## config.mk

```make
export PLATFORM = sky130hd
export DESIGN_NAME = tcp_timer8
export DESIGN_NICKNAME = d
export VERILOG_FILES = /design/src/tcp_pkg.sv /design/src/tcp_timer8.sv
export SDC_FILE = /design/constraint.sdc
export NUM_CORES = 1
export LEC_CHECK = 0
export BUFFER_PORTS_ARGS = -buffer_cell sky130_fd_sc_hd__buf_2
export CAP_MARGIN = 15
export CORE_MARGIN = 2
export CORE_UTILIZATION = 25
export DETAILED_ROUTE_END_ITERATION = 8
export PLACE_DENSITY = 0.4
export SKIP_CTS_REPAIR_TIMING = 1
export SLEW_MARGIN = 0
export SYNTH_ARGS = -nofsm -noshare
export SYNTH_HDL_FRONTEND = slang
export SYNTH_SLANG_ARGS = --single-unit
```

## constraint.sdc

```tcl
create_clock -name mclk -period 4.7 [get_ports mclk]
set_clock_uncertainty 0.15 [all_clocks]
set_input_delay 0.705 -clock mclk [delete_from_list [all_inputs] [get_ports mclk]]
set_output_delay 0.705 -clock mclk [all_outputs]
set_load 0.05 [all_outputs]
```

## src/tcp_pkg.sv

```systemverilog
package tcp_pkg;
    // ===================================================
    // register word indices (byte address divided by four)
    localparam logic [2:0] ADDR_CONTROL = 3'h0;
    localparam logic [2:0] ADDR_COUNT = 3'h1;
    localparam logic [2:0] ADDR_COMPARE = 3'h2;
    localparam logic [2:0] ADDR_MASK = 3'h3;
    localparam logic [2:0] ADDR_FLAGS = 3'h4;
    // ===================================================
    // control fields
    localparam int CTRL_FORCE = 7;
    localparam int CTRL_WAVE_LOW = 6;
    localparam int CTRL_OUT_HIGH = 5;
    localparam int CTRL_OUT_LOW = 4;
    localparam int CTRL_WAVE_HIGH = 3;
    localparam int FLAG_OVF = 1;
    localparam int FLAG_MATCH = 0;
    localparam logic [7:0] CTRL_RESET = 8'h00;
    localparam logic [7:0] CNT_MAX = 8'hFF;
    localparam logic [7:0] CNT_BOTTOM = 8'h00;
    // ===================================================
    // prescaler taps
    localparam logic [9:0] DIV8_MASK = 10'h007;
    localparam logic [9:0] DIV64_MASK = 10'h03F;
    localparam logic [9:0] DIV256_MASK = 10'h0FF;
    localparam logic [9:0] DIV1024_MASK = 10'h3FF;
    typedef enum logic [1:0] {
        MODE_NORMAL = 2'h0,
        MODE_PHASE = 2'h1,
        MODE_MATCHCLR = 2'h2,
        MODE_FAST = 2'h3
    } tcp_mode_t;
    typedef enum logic [2:0] {
        CS_STOP = 3'h0, CS_DIV1 = 3'h1, CS_DIV8 = 3'h2, CS_DIV64 = 3'h3,
        CS_DIV256 = 3'h4, CS_DIV1024 = 3'h5, CS_EXT_FALL = 3'h6,
        CS_EXT_RISE = 3'h7
    } tcp_clksel_t;
endpackage // tcp_pkg

```

## src/tcp_timer8.sv

```systemverilog
// Decided for this implementation: the Avalon-MM interface to the registers and the register addresses.
`timescale 1ns/100ps
module tcp_timer8 import tcp_pkg::*; (
    // clock and reset
    input wire logic mclk,
    input wire logic rst_n,
    // avalon-mm slave
    input wire logic [4:0] address,
    input wire logic read,
    input wire logic write,
    input wire logic [31:0] writedata,
    input wire logic [3:0] byteenable,
    output logic [31:0] readdata,
    output logic waitrequest,
    // cpu side
    input wire logic globalIrqEnable,
    input wire logic overflowVectorAck,
    input wire logic matchVectorAck,
    output logic overflowIrq,
    output logic matchIrq,
    // pins
    input wire logic extCountIn,
    output logic waveformOut,
    output logic waveformConnected
);
    typedef struct packed {
        logic [7:0] control;
        logic [7:0] count;
        logic [7:0] compare;
        logic [7:0] compareBuf;
        logic [1:0] mask;
        logic [1:0] flags;
        logic countDown;
        logic blockMatch;
        logic wave;
        logic [9:0] prescale;
        logic extSync1;
        logic extSync2;
        logic extLast;
        logic [31:0] rdata;
        logic ack;
        logic waitReq;
        logic ovfIrq;
        logic mIrq;
        logic connected;
    } tcp_state_t;

    tcp_state_t st, next_st;
    tcp_mode_t mode;
    tcp_clksel_t clkSel;
    logic tick, isPwm, access, wrLow;
    logic [7:0] top, cmpActive, wdat;
    logic rawMatch, match, atTop;
    logic [1:0] outMode;

    // ===================================================
    // decode of current settings
    assign mode = tcp_mode_t'({st.control[CTRL_WAVE_HIGH],
                               st.control[CTRL_WAVE_LOW]});
    assign clkSel = tcp_clksel_t'(st.control[2:0]);
    assign outMode = st.control[CTRL_OUT_HIGH:CTRL_OUT_LOW];
    assign isPwm = (mode == MODE_PHASE) || (mode == MODE_FAST);
    assign access = (read || write) && !st.ack;
    assign wrLow = write && !st.ack && byteenable[0];
    assign wdat = writedata[7:0];

    // ===================================================
    // timer tick select; tick is an enable, never a clock
    always_comb begin
        unique case (clkSel)
            CS_STOP: tick = 1'b0;
            CS_DIV1: tick = 1'b1;
            CS_DIV8: tick = (st.prescale & DIV8_MASK) == DIV8_MASK;
            CS_DIV64: tick = (st.prescale & DIV64_MASK) == DIV64_MASK;
            CS_DIV256: tick = (st.prescale & DIV256_MASK) == DIV256_MASK;
            CS_DIV1024: tick = st.prescale == DIV1024_MASK;
            CS_EXT_FALL: tick = st.extLast && !st.extSync2;
            CS_EXT_RISE: tick = !st.extLast && st.extSync2;
        endcase
    end

    // ===================================================
    // compare and top values
    // buffered compare in pwm modes
    assign cmpActive = isPwm ? st.compareBuf : st.compare;
    assign top = (mode == MODE_MATCHCLR) ? st.compare : CNT_MAX;
    assign rawMatch = st.count == cmpActive;
    // compare at top ignored with upper out bit in pwm
    assign match = rawMatch && !st.blockMatch
        && !(isPwm && outMode[1] && cmpActive == CNT_MAX);
    assign atTop = st.count == top;

    // ===================================================
    // next-state logic
    always_comb begin
        logic ovfEvt;
        logic matchEvt;
        logic [1:0] clr;
        ovfEvt = 1'b0;
        matchEvt = 1'b0;
        clr = 2'b00;
        next_st = st;
        // pin passes two flops before any logic sees it
        next_st.extSync1 = extCountIn;
        next_st.extSync2 = st.extSync1;
        // pin edges counted whatever the pin direction
        next_st.extLast = st.extSync2;
        next_st.prescale = st.prescale + 10'h001;
        if (tick) begin
            next_st.blockMatch = 1'b0;
            if (match) begin
                matchEvt = 1'b1;
                unique case (mode)
                    MODE_NORMAL, MODE_MATCHCLR: begin
                        unique case (outMode)
                            2'b00: next_st.wave = st.wave;
                            2'b01: next_st.wave = !st.wave;
                            2'b10: next_st.wave = 1'b0;
                            2'b11: next_st.wave = 1'b1;
                        endcase
                    end
                    MODE_FAST: begin
                        if (outMode[1])
                            next_st.wave = outMode[0];
                    end
                    MODE_PHASE: begin
                        // phase pwm up and down actions
                        if (outMode[1])
                            next_st.wave = outMode[0] ^ st.countDown;
                    end
                endcase
            end
            unique case (mode)
                MODE_NORMAL: begin
                    next_st.count = st.count + 8'h01;
                    ovfEvt = st.count == CNT_MAX;
                end
                MODE_MATCHCLR: begin
                    next_st.count = atTop ? CNT_BOTTOM : st.count + 8'h01;
                    ovfEvt = st.count == CNT_MAX;
                end
                MODE_FAST: begin
                    next_st.count = st.count + 8'h01;
                    ovfEvt = st.count == CNT_MAX;
                    if (atTop) begin
                        next_st.compareBuf = st.compare;
                        if (outMode[1])
                            next_st.wave = !outMode[0];
                    end
                end
                MODE_PHASE: begin
                    if (atTop) begin
                        next_st.countDown = 1'b1;
                        next_st.compareBuf = st.compare;
                        next_st.count = st.count - 8'h01;
                        // top action for compare at max
                        if (outMode[1] && st.compareBuf == CNT_MAX)
                            next_st.wave = !outMode[0];
                    end else if (st.count == CNT_BOTTOM && st.countDown) begin
                        ovfEvt = 1'b1;
                        next_st.countDown = 1'b0;
                        next_st.count = st.count + 8'h01;
                    end else if (st.countDown) begin
                        next_st.count = st.count - 8'h01;
                    end else begin
                        next_st.count = st.count + 8'h01;
                    end
                end
            endcase
        end
        // ===================================================
        // register writes (one cycle accept, bus waits one)
        if (wrLow) begin
            unique case (address[4:2])
                ADDR_CONTROL: begin
                    next_st.control = {1'b0, wdat[6:0]};
                    // no flag, no irq, no clear from strobe
                    if (wdat[CTRL_FORCE] && !wdat[CTRL_WAVE_LOW]) begin
                        // act on out mode now written
                        unique case (wdat[CTRL_OUT_HIGH:CTRL_OUT_LOW])
                            2'b00: next_st.wave = st.wave;
                            2'b01: next_st.wave = !st.wave;
                            2'b10: next_st.wave = 1'b0;
                            2'b11: next_st.wave = 1'b1;
                        endcase
                    end
                end
                ADDR_COUNT: begin
                    // write blocks match on next tick
                    next_st.count = wdat;
                    next_st.blockMatch = 1'b1;
                end
                ADDR_COMPARE: begin
                    next_st.compare = wdat;
                    if (!isPwm)
                        next_st.compareBuf = wdat;
                end
                ADDR_MASK: next_st.mask = wdat[1:0];
                ADDR_FLAGS: clr = wdat[1:0];
                default: ;
            endcase
        end
        // overflow clear by vector or write one; set wins
        clr[FLAG_OVF] = clr[FLAG_OVF] | overflowVectorAck;
        // match clear by vector or write one; set wins
        clr[FLAG_MATCH] = clr[FLAG_MATCH] | matchVectorAck;
        next_st.flags = (st.flags & ~clr) | {ovfEvt, matchEvt};
        next_st.ovfIrq = globalIrqEnable && st.mask[FLAG_OVF]
            && next_st.flags[FLAG_OVF];
        next_st.mIrq = globalIrqEnable && st.mask[FLAG_MATCH]
            && next_st.flags[FLAG_MATCH];
        // pin override when any out bit set
        // reserved pwm code keeps pin disconnected
        next_st.connected = (outMode != 2'b00)
            && !(isPwm && outMode == 2'b01);
        // ===================================================
        // read data, registered
        next_st.ack = access;
        // kept as its own flop so the port needs no inverter
        next_st.waitReq = !access;
        next_st.rdata = 32'h0000_0000;
        if (read && !st.ack) begin
            unique case (address[4:2])
                ADDR_CONTROL: next_st.rdata[7:0] = st.control;
                ADDR_COUNT: next_st.rdata[7:0] = st.count;
                ADDR_COMPARE: next_st.rdata[7:0] = st.compare;
                ADDR_MASK: next_st.rdata[1:0] = st.mask;
                ADDR_FLAGS: next_st.rdata[1:0] = st.flags;
                default: next_st.rdata = 32'h0000_0000;
            endcase
        end
    end

    // ===================================================
    // single state register
    always_ff @(posedge mclk or negedge rst_n) begin
        if (!rst_n) begin
            st <= '0;
            st.control <= CTRL_RESET;
            st.waitReq <= 1'b1;
        end else begin
            st <= next_st;
        end
    end

    // ===================================================
    // outputs, each from a flop
    assign readdata = st.rdata;
    // waitrequest low only in the answer cycle
    assign waitrequest = st.waitReq;
    assign overflowIrq = st.ovfIrq;
    assign matchIrq = st.mIrq;
    assign waveformOut = st.wave;
    assign waveformConnected = st.connected;
endmodule // tcp_timer8

```

==> results of run 1 <==
cell families after synthesis:
family,after synthesis,synth area share
adder cells (fa/ha/maj),8,0.0241
AND/OR/NAND/NOR,154,0.191
other,1,0.000904
AO/OA/AOI/OAI,88,0.150
buffers and inverters,65,0.0884
XOR/XNOR,21,0.0443
multiplexers,45,0.115
flip-flops,64,0.386
metal layers:
metal / global-route usage / vias up
li1: - / 1576
met1: 0.182 / 1612
met2: 0.212 / 87
met3: 0.0253 / 11
met4: 0.0705 / 0
met5: 0 / -
per-stage QoR:
step / worst slack (ns) / total power (uW) / hold WS, ns
6_report: 1.22 / 2270 / 0.207
5_1_grt: 0.883 / 2430 / 0.221
4_1_cts: 1.23 / 2290 / 0.207
3_5_place_dp: 1.24 / 1600 / 0.194
3_3_place_gp: 1.26 / 1590 / 0.183
2_1_floorplan: 1.70 / 1410 / 0.181
power groups by stage:
stage	logic, uW	clock network [uW]	registers (uW)
after global placement	722	0	864
after floorplan	662	0	745
after CTS	736	698	859
final	734	678	860
after global routing	820	729	885
after detailed placement	731	0	868
cell type report:
cell class,count,area [um^2],share of cell area
multi-input combinational,340,2270,0.485
sequential,64,1600,0.343
tap,220,275,0.0589
clock buffer,13,260,0.0557
timing repair buffer,35,183,0.0391
inverter,12,45.0,0.00964
clock inverter,3,40.0,0.00857
state kept, by name, indices dropped and copies added (netlist names):
| register | cells |
|---|---|
| matchIrq | 1 |
| clkSel | 3 |
| readdata | 8 |
| waveformOut | 1 |
| outMode | 2 |
| next_st | 2 |
| waitrequest | 1 |
| waveformConnected | 1 |
| overflowIrq | 1 |
| st | 42 |
| mode | 2 |
cells in the mapped netlist (4+ instances only):
cell type	instances	area share
a21oi_1	22	0.027
nor3_1	6	0.0072
o22ai_1	4	0.0060
nor4_1	5	0.0075
o31ai_1	4	0.0072
nor2_1	41	0.037
nand2b_1	7	0.011
a31oi_1	7	0.011
o21ai_0	14	0.017
xor2_1	6	0.013
nand2_1	35	0.032
nand3_1	16	0.019
nor2b_1	8	0.012
buf_4	32	0.058
mux2_2	22	0.060
inv_1	11	0.010
mux2i_1	23	0.055
nand3b_1	7	0.013
a22oi_1	7	0.013
xnor2_1	15	0.032
clkbuf_1	17	0.015
ha_1	8	0.024
and3_1	5	0.0075
dfrtp_1	63	0.38
final timing paths:
check                            start           to  slack (ns)  cells past startpoint
max in group asynchronous        rst_n       st[44]        3.15                      2
hold reg to reg            next_st[38]  next_st[37]        0.21                      0
setup / recovery               mode[0]       st[79]        1.22                     10
setup reg to reg               mode[0]       st[79]        1.22                     10
min in group asynchronous        rst_n       st[78]        0.32                      1
hold / removal             next_st[38]  next_st[37]        0.21                      0
==> flow_summary.json, run 1 <==
{
  "grt_util_all_layers": 0.137,
  "die_h_um": 133,
  "hold_path_class": "register to register",
  "drv_slew": 0,
  "fill_cells": 1718,
  "grt_pass1_wl_um": 18500,
  "cts_root_buf": "clkbuf_16",
  "p_int_uw": 1390,
  "cp_common_cell": "a31oi_1",
  "nNetsFinal": 519,
  "antenna_found_initial": 0,
  "dp.cells": 671,
  "drt-pass1-iter-count": 4,
  "pwr-share-seq": 0.379,
  "rsz0062_at_grt": "no",
  "power_density_mw_per_mm2": 486,
  "drc": 0,
  "maxCapViolCount": 0,
  "clock_power_share": 0.298,
  "setup_viol": 0,
  "ys_ff_latch": 64,
  "die_x_um": 133,
  "finalCriticalPeriod_ns": 3.48,
  "yosysSeqAreaShare": 0.386,
  "syn_area_mm2": 0.00415,
  "slew_headroom": 0.448,
  "stdcell_area_mm2": 0.00467,
  "io_buffers": 32,
  "vias": 3286,
  "synth_edf_count": 0,
  "placedInstanceArea_mm2": 0.00437,
  "mostFrequentLayoutCells": "dfrtp_1, nor2_1, nand2_1",
  "start_util": 0.253,
  "ir_worst_vdd_uv": 190,
  "power_switching_share": 0.387,
  "synthCells": 446,
  "coreArea_mm2": 0.0164,
  "slowest_delay_ns": 0.67,
  "wire_per_inst_um": 16.7,
  "crit_type": "register to register",
  "leakage_uw": 0.00209,
  "diodes": 0,
  "synth.avg_cell_area_um2": 9.30,
  "topRoutingLayerUsed": "met4",
  "ys.flop_type": "dfrtp_1",
  "max_freq_mhz": 287,
  "drive_above_1_share": 0.173,
  "path_clk_slew_ns": 0.06,
  "cts_tree": "yes",
  "cts_max_path_buffers": 2,
  "outcome": "complete, no violations",
  "hold_viol_final": 0,
  "worst-path-max-fanout": 10,
  "wl_met2_um": 5370,
  "crit_chain": "inv_1 -> ha_1 -> inv_2 -> o41ai_1 -> a31oi_1 -> nor4_2 -> a2bb2oi_2 -> nor2_1 -> o311ai_1 -> a31oi_1",
  "critPathBufInv": 2,
  "crit_slowest_cell": "nor4_2",
  "clock_sinks": 64,
  "grt_pass1_vias": 3228,
  "arrival_ns": 3.54,
  "htreeDepth": 3,
  "dp_hpwl_um": 8340,
  "worst_slew_pin_slew_ns": 0.828,
  "critPathTopFamily": "compound AO/OA/AOI/OAI gates",
  "routabilityCongestion": 0.830,
  "m1WireLength_um": 5370,
  "cts_buffers": 9,
  "grt_max_degree": 36,
  "cp-end-kind": "register",
  "ys_async_sr_fraction": 1.00,
  "synth.distinct_cells": 67,
  "synthToLayoutAreaGrowth_pct": 12.6,
  "clock_latency_ns": 0.34,
  "viasPerCell": 4.78,
  "stdcell_count": 687,
  "fin_setup_tns_ns": 0,
  "fin_crit_sh": 0.740,
  "crit_path_start_kind": "register",
  "p_switching_uw": 879,
  "ant_nets": 0,
  "wirelength_um": 11500,
  "layout_commonest_cell": "dfrtp_1",
  "finish.utilization": 0.285,
  "num_rows": 47,
  "drtIter0Drc": 230,
  "wl_met3_um": 526,
  "comb_power_share": 0.323,
  "ys_warn_count": 0,
  "grt-ovfl-total": 0,
  "die-area_mm2": 0.0176,
  "required_ns": 4.77,
  "ios": 86
}
Power figures use the tool's default switching activity.
==> run 2, diff against run 1 <==
Settings changed: PLACE_DENSITY 0.4 to 0.41.
Clock period 4.7 ns to 3 ns, I/O delays scaled along.
==> flow_summary.json, run 2 (synthesis results as in run 1) <==
{
  "maxCapViolCount": 0,
  "finish.utilization": 0.309,
  "diodes": 0,
  "grt_max_degree": 37,
  "grt_util_all_layers": 0.138,
  "path_clk_slew_ns": 0.06,
  "max_freq_mhz": 350,
  "finalCriticalPeriod_ns": 2.85,
  "slowest_delay_ns": 0.52,
  "io_buffers": 32,
  "power_density_mw_per_mm2": 785,
  "num_rows": 47,
  "fin_setup_tns_ns": 0,
  "fin_hold_ws_ns": 0.0142,
  "setup_viol": 0,
  "fin_crit_sh": 0.951,
  "stdcell_area_mm2": 0.00507,
  "grt_pass1_wl_um": 18700,
  "clock_sinks": 64,
  "viasPerCell": 4.74,
  "hold_viol_final": 0,
  "leakage_uw": 0.00229,
  "mostFrequentLayoutCells": "dfrtp_1, nor2_1, buf_4",
  "drt-pass1-iter-count": 4,
  "worst-path-max-fanout": 5,
  "dp_hpwl_um": 9040,
  "cts_tree": "yes",
  "crit_chain": "inv_2 -> ha_4 -> inv_2 -> o41ai_4 -> a31oi_4 -> o41ai_4 -> mux2_2 -> a221o_1 -> nor3_1 -> nor4_1",
  "crit_slowest_cell": "o41ai_4",
  "wire_per_inst_um": 16.4,
  "synthToLayoutAreaGrowth_pct": 22.2,
  "worst_slew_pin_slew_ns": 0.719,
  "nNetsFinal": 553,
  "die-area_mm2": 0.0176,
  "stdcell_count": 721,
  "largest_register": "st",
  "cp-end-kind": "register",
  "routabilityCongestion": 0.880,
  "die_h_um": 133,
  "drc": 0,
  "layout_commonest_cell": "dfrtp_1",
  "arrival_ns": 2.91,
  "clock_latency_ns": 0.33,
  "ant_nets": 0,
  "required_ns": 3.06,
  "grt-ovfl-total": 0,
  "rsz0062_at_grt": "yes",
  "wirelength_um": 11900,
  "cts_root_buf": "clkbuf_16",
  "placedInstanceArea_mm2": 0.00465,
  "vias": 3414,
  "htreeDepth": 3,
  "ios": 86,
  "cts_max_path_buffers": 2,
  "dp.cells": 705,
  "grt_pass1_vias": 3400,
  "crit_type": "register to register",
  "ir_worst_vdd_uv": 304,
  "start_util": 0.253,
  "slew_headroom": 0.521,
  "drive_above_1_share": 0.253,
  "crit_path_start_kind": "register",
  "largest_register_ff_count": 42,
  "drtIter0Drc": 253,
  "outcome": "complete, no violations",
  "cts_buffers": 9,
  "hold_path_class": "primary input to async pin",
  "drv_slew": 0,
  "die_x_um": 133,
  "antenna_found_initial": 0,
  "coreArea_mm2": 0.0164
}
-- run 2: cell types whose count changed in the layout (fill, tap and decap cells not counted), sizes merged --
cell and change:
buf +34, clkbuf -4, bufinv +2, clkinvlp +2, clkinv -1, inv +1
-- run 2: critical path, delay by kind of cell, from the launching register on --
family | cells | cell delay (ns)
AO/OA/AOI/OAI | 4 | 1.27
adder cells (fa/ha/maj) | 1 | 0.16
buffers and inverters | 2 | 0.14
flip-flops | 1 | 0.39
multiplexers | 1 | 0.39
AND/OR/NAND/NOR | 2 | 0.22
-- run 2: routing by layer --
metal	up-vias	track usage	part of all wire
met5	-	0	0
met4	0	0.0735	0.034
met3	21	0.0249	0.032
met2	86	0.220	0.47
met1	1660	0.177	0.46
li1	1647	-	-
-- run 2: path summary, 6_finish.rpt --
kind	endpoint	start	slack [ns]	depth (start not counted)
setup / recovery	st[76]	mode[0]	0.15	10
hold / removal	st[41]	rst_n	0.01	1
setup reg to reg	st[76]	mode[0]	0.15	10
hold reg to reg	next_st[37]	next_st[38]	0.20	0
max in group asynchronous	waveformConnected	rst_n	2.04	2
min in group mclk	next_st[38]	extCountIn	0.08	1
-- run 2: area by class of cell --
type / instances / area (um^2)
clock inverters: 7 / 119
inverters: 12 / 45.0
multi-input cells: 340 / 2340
repair buffers: 69 / 463
clock buffers: 9 / 225
fillers: 1720 / 11300
flip-flops and latches: 64 / 1600
well taps: 220 / 275
-- run 2: per-stage QoR --
step           worst slack (ns)  power, uW
2_1_floorplan            0.0452       2210
3_3_place_gp              0.121       2680
3_5_place_dp              0.133       2690
4_1_cts                  0.0994       3930
5_1_grt                 -0.0209       4220
6_report                  0.146       3980
-- run 2: power by group --
group	leakage, uW	internal [uW]	switching (uW)
logic	0.00134	663	895
registers	0.000797	1010	197
clock network	0.000162	812	403
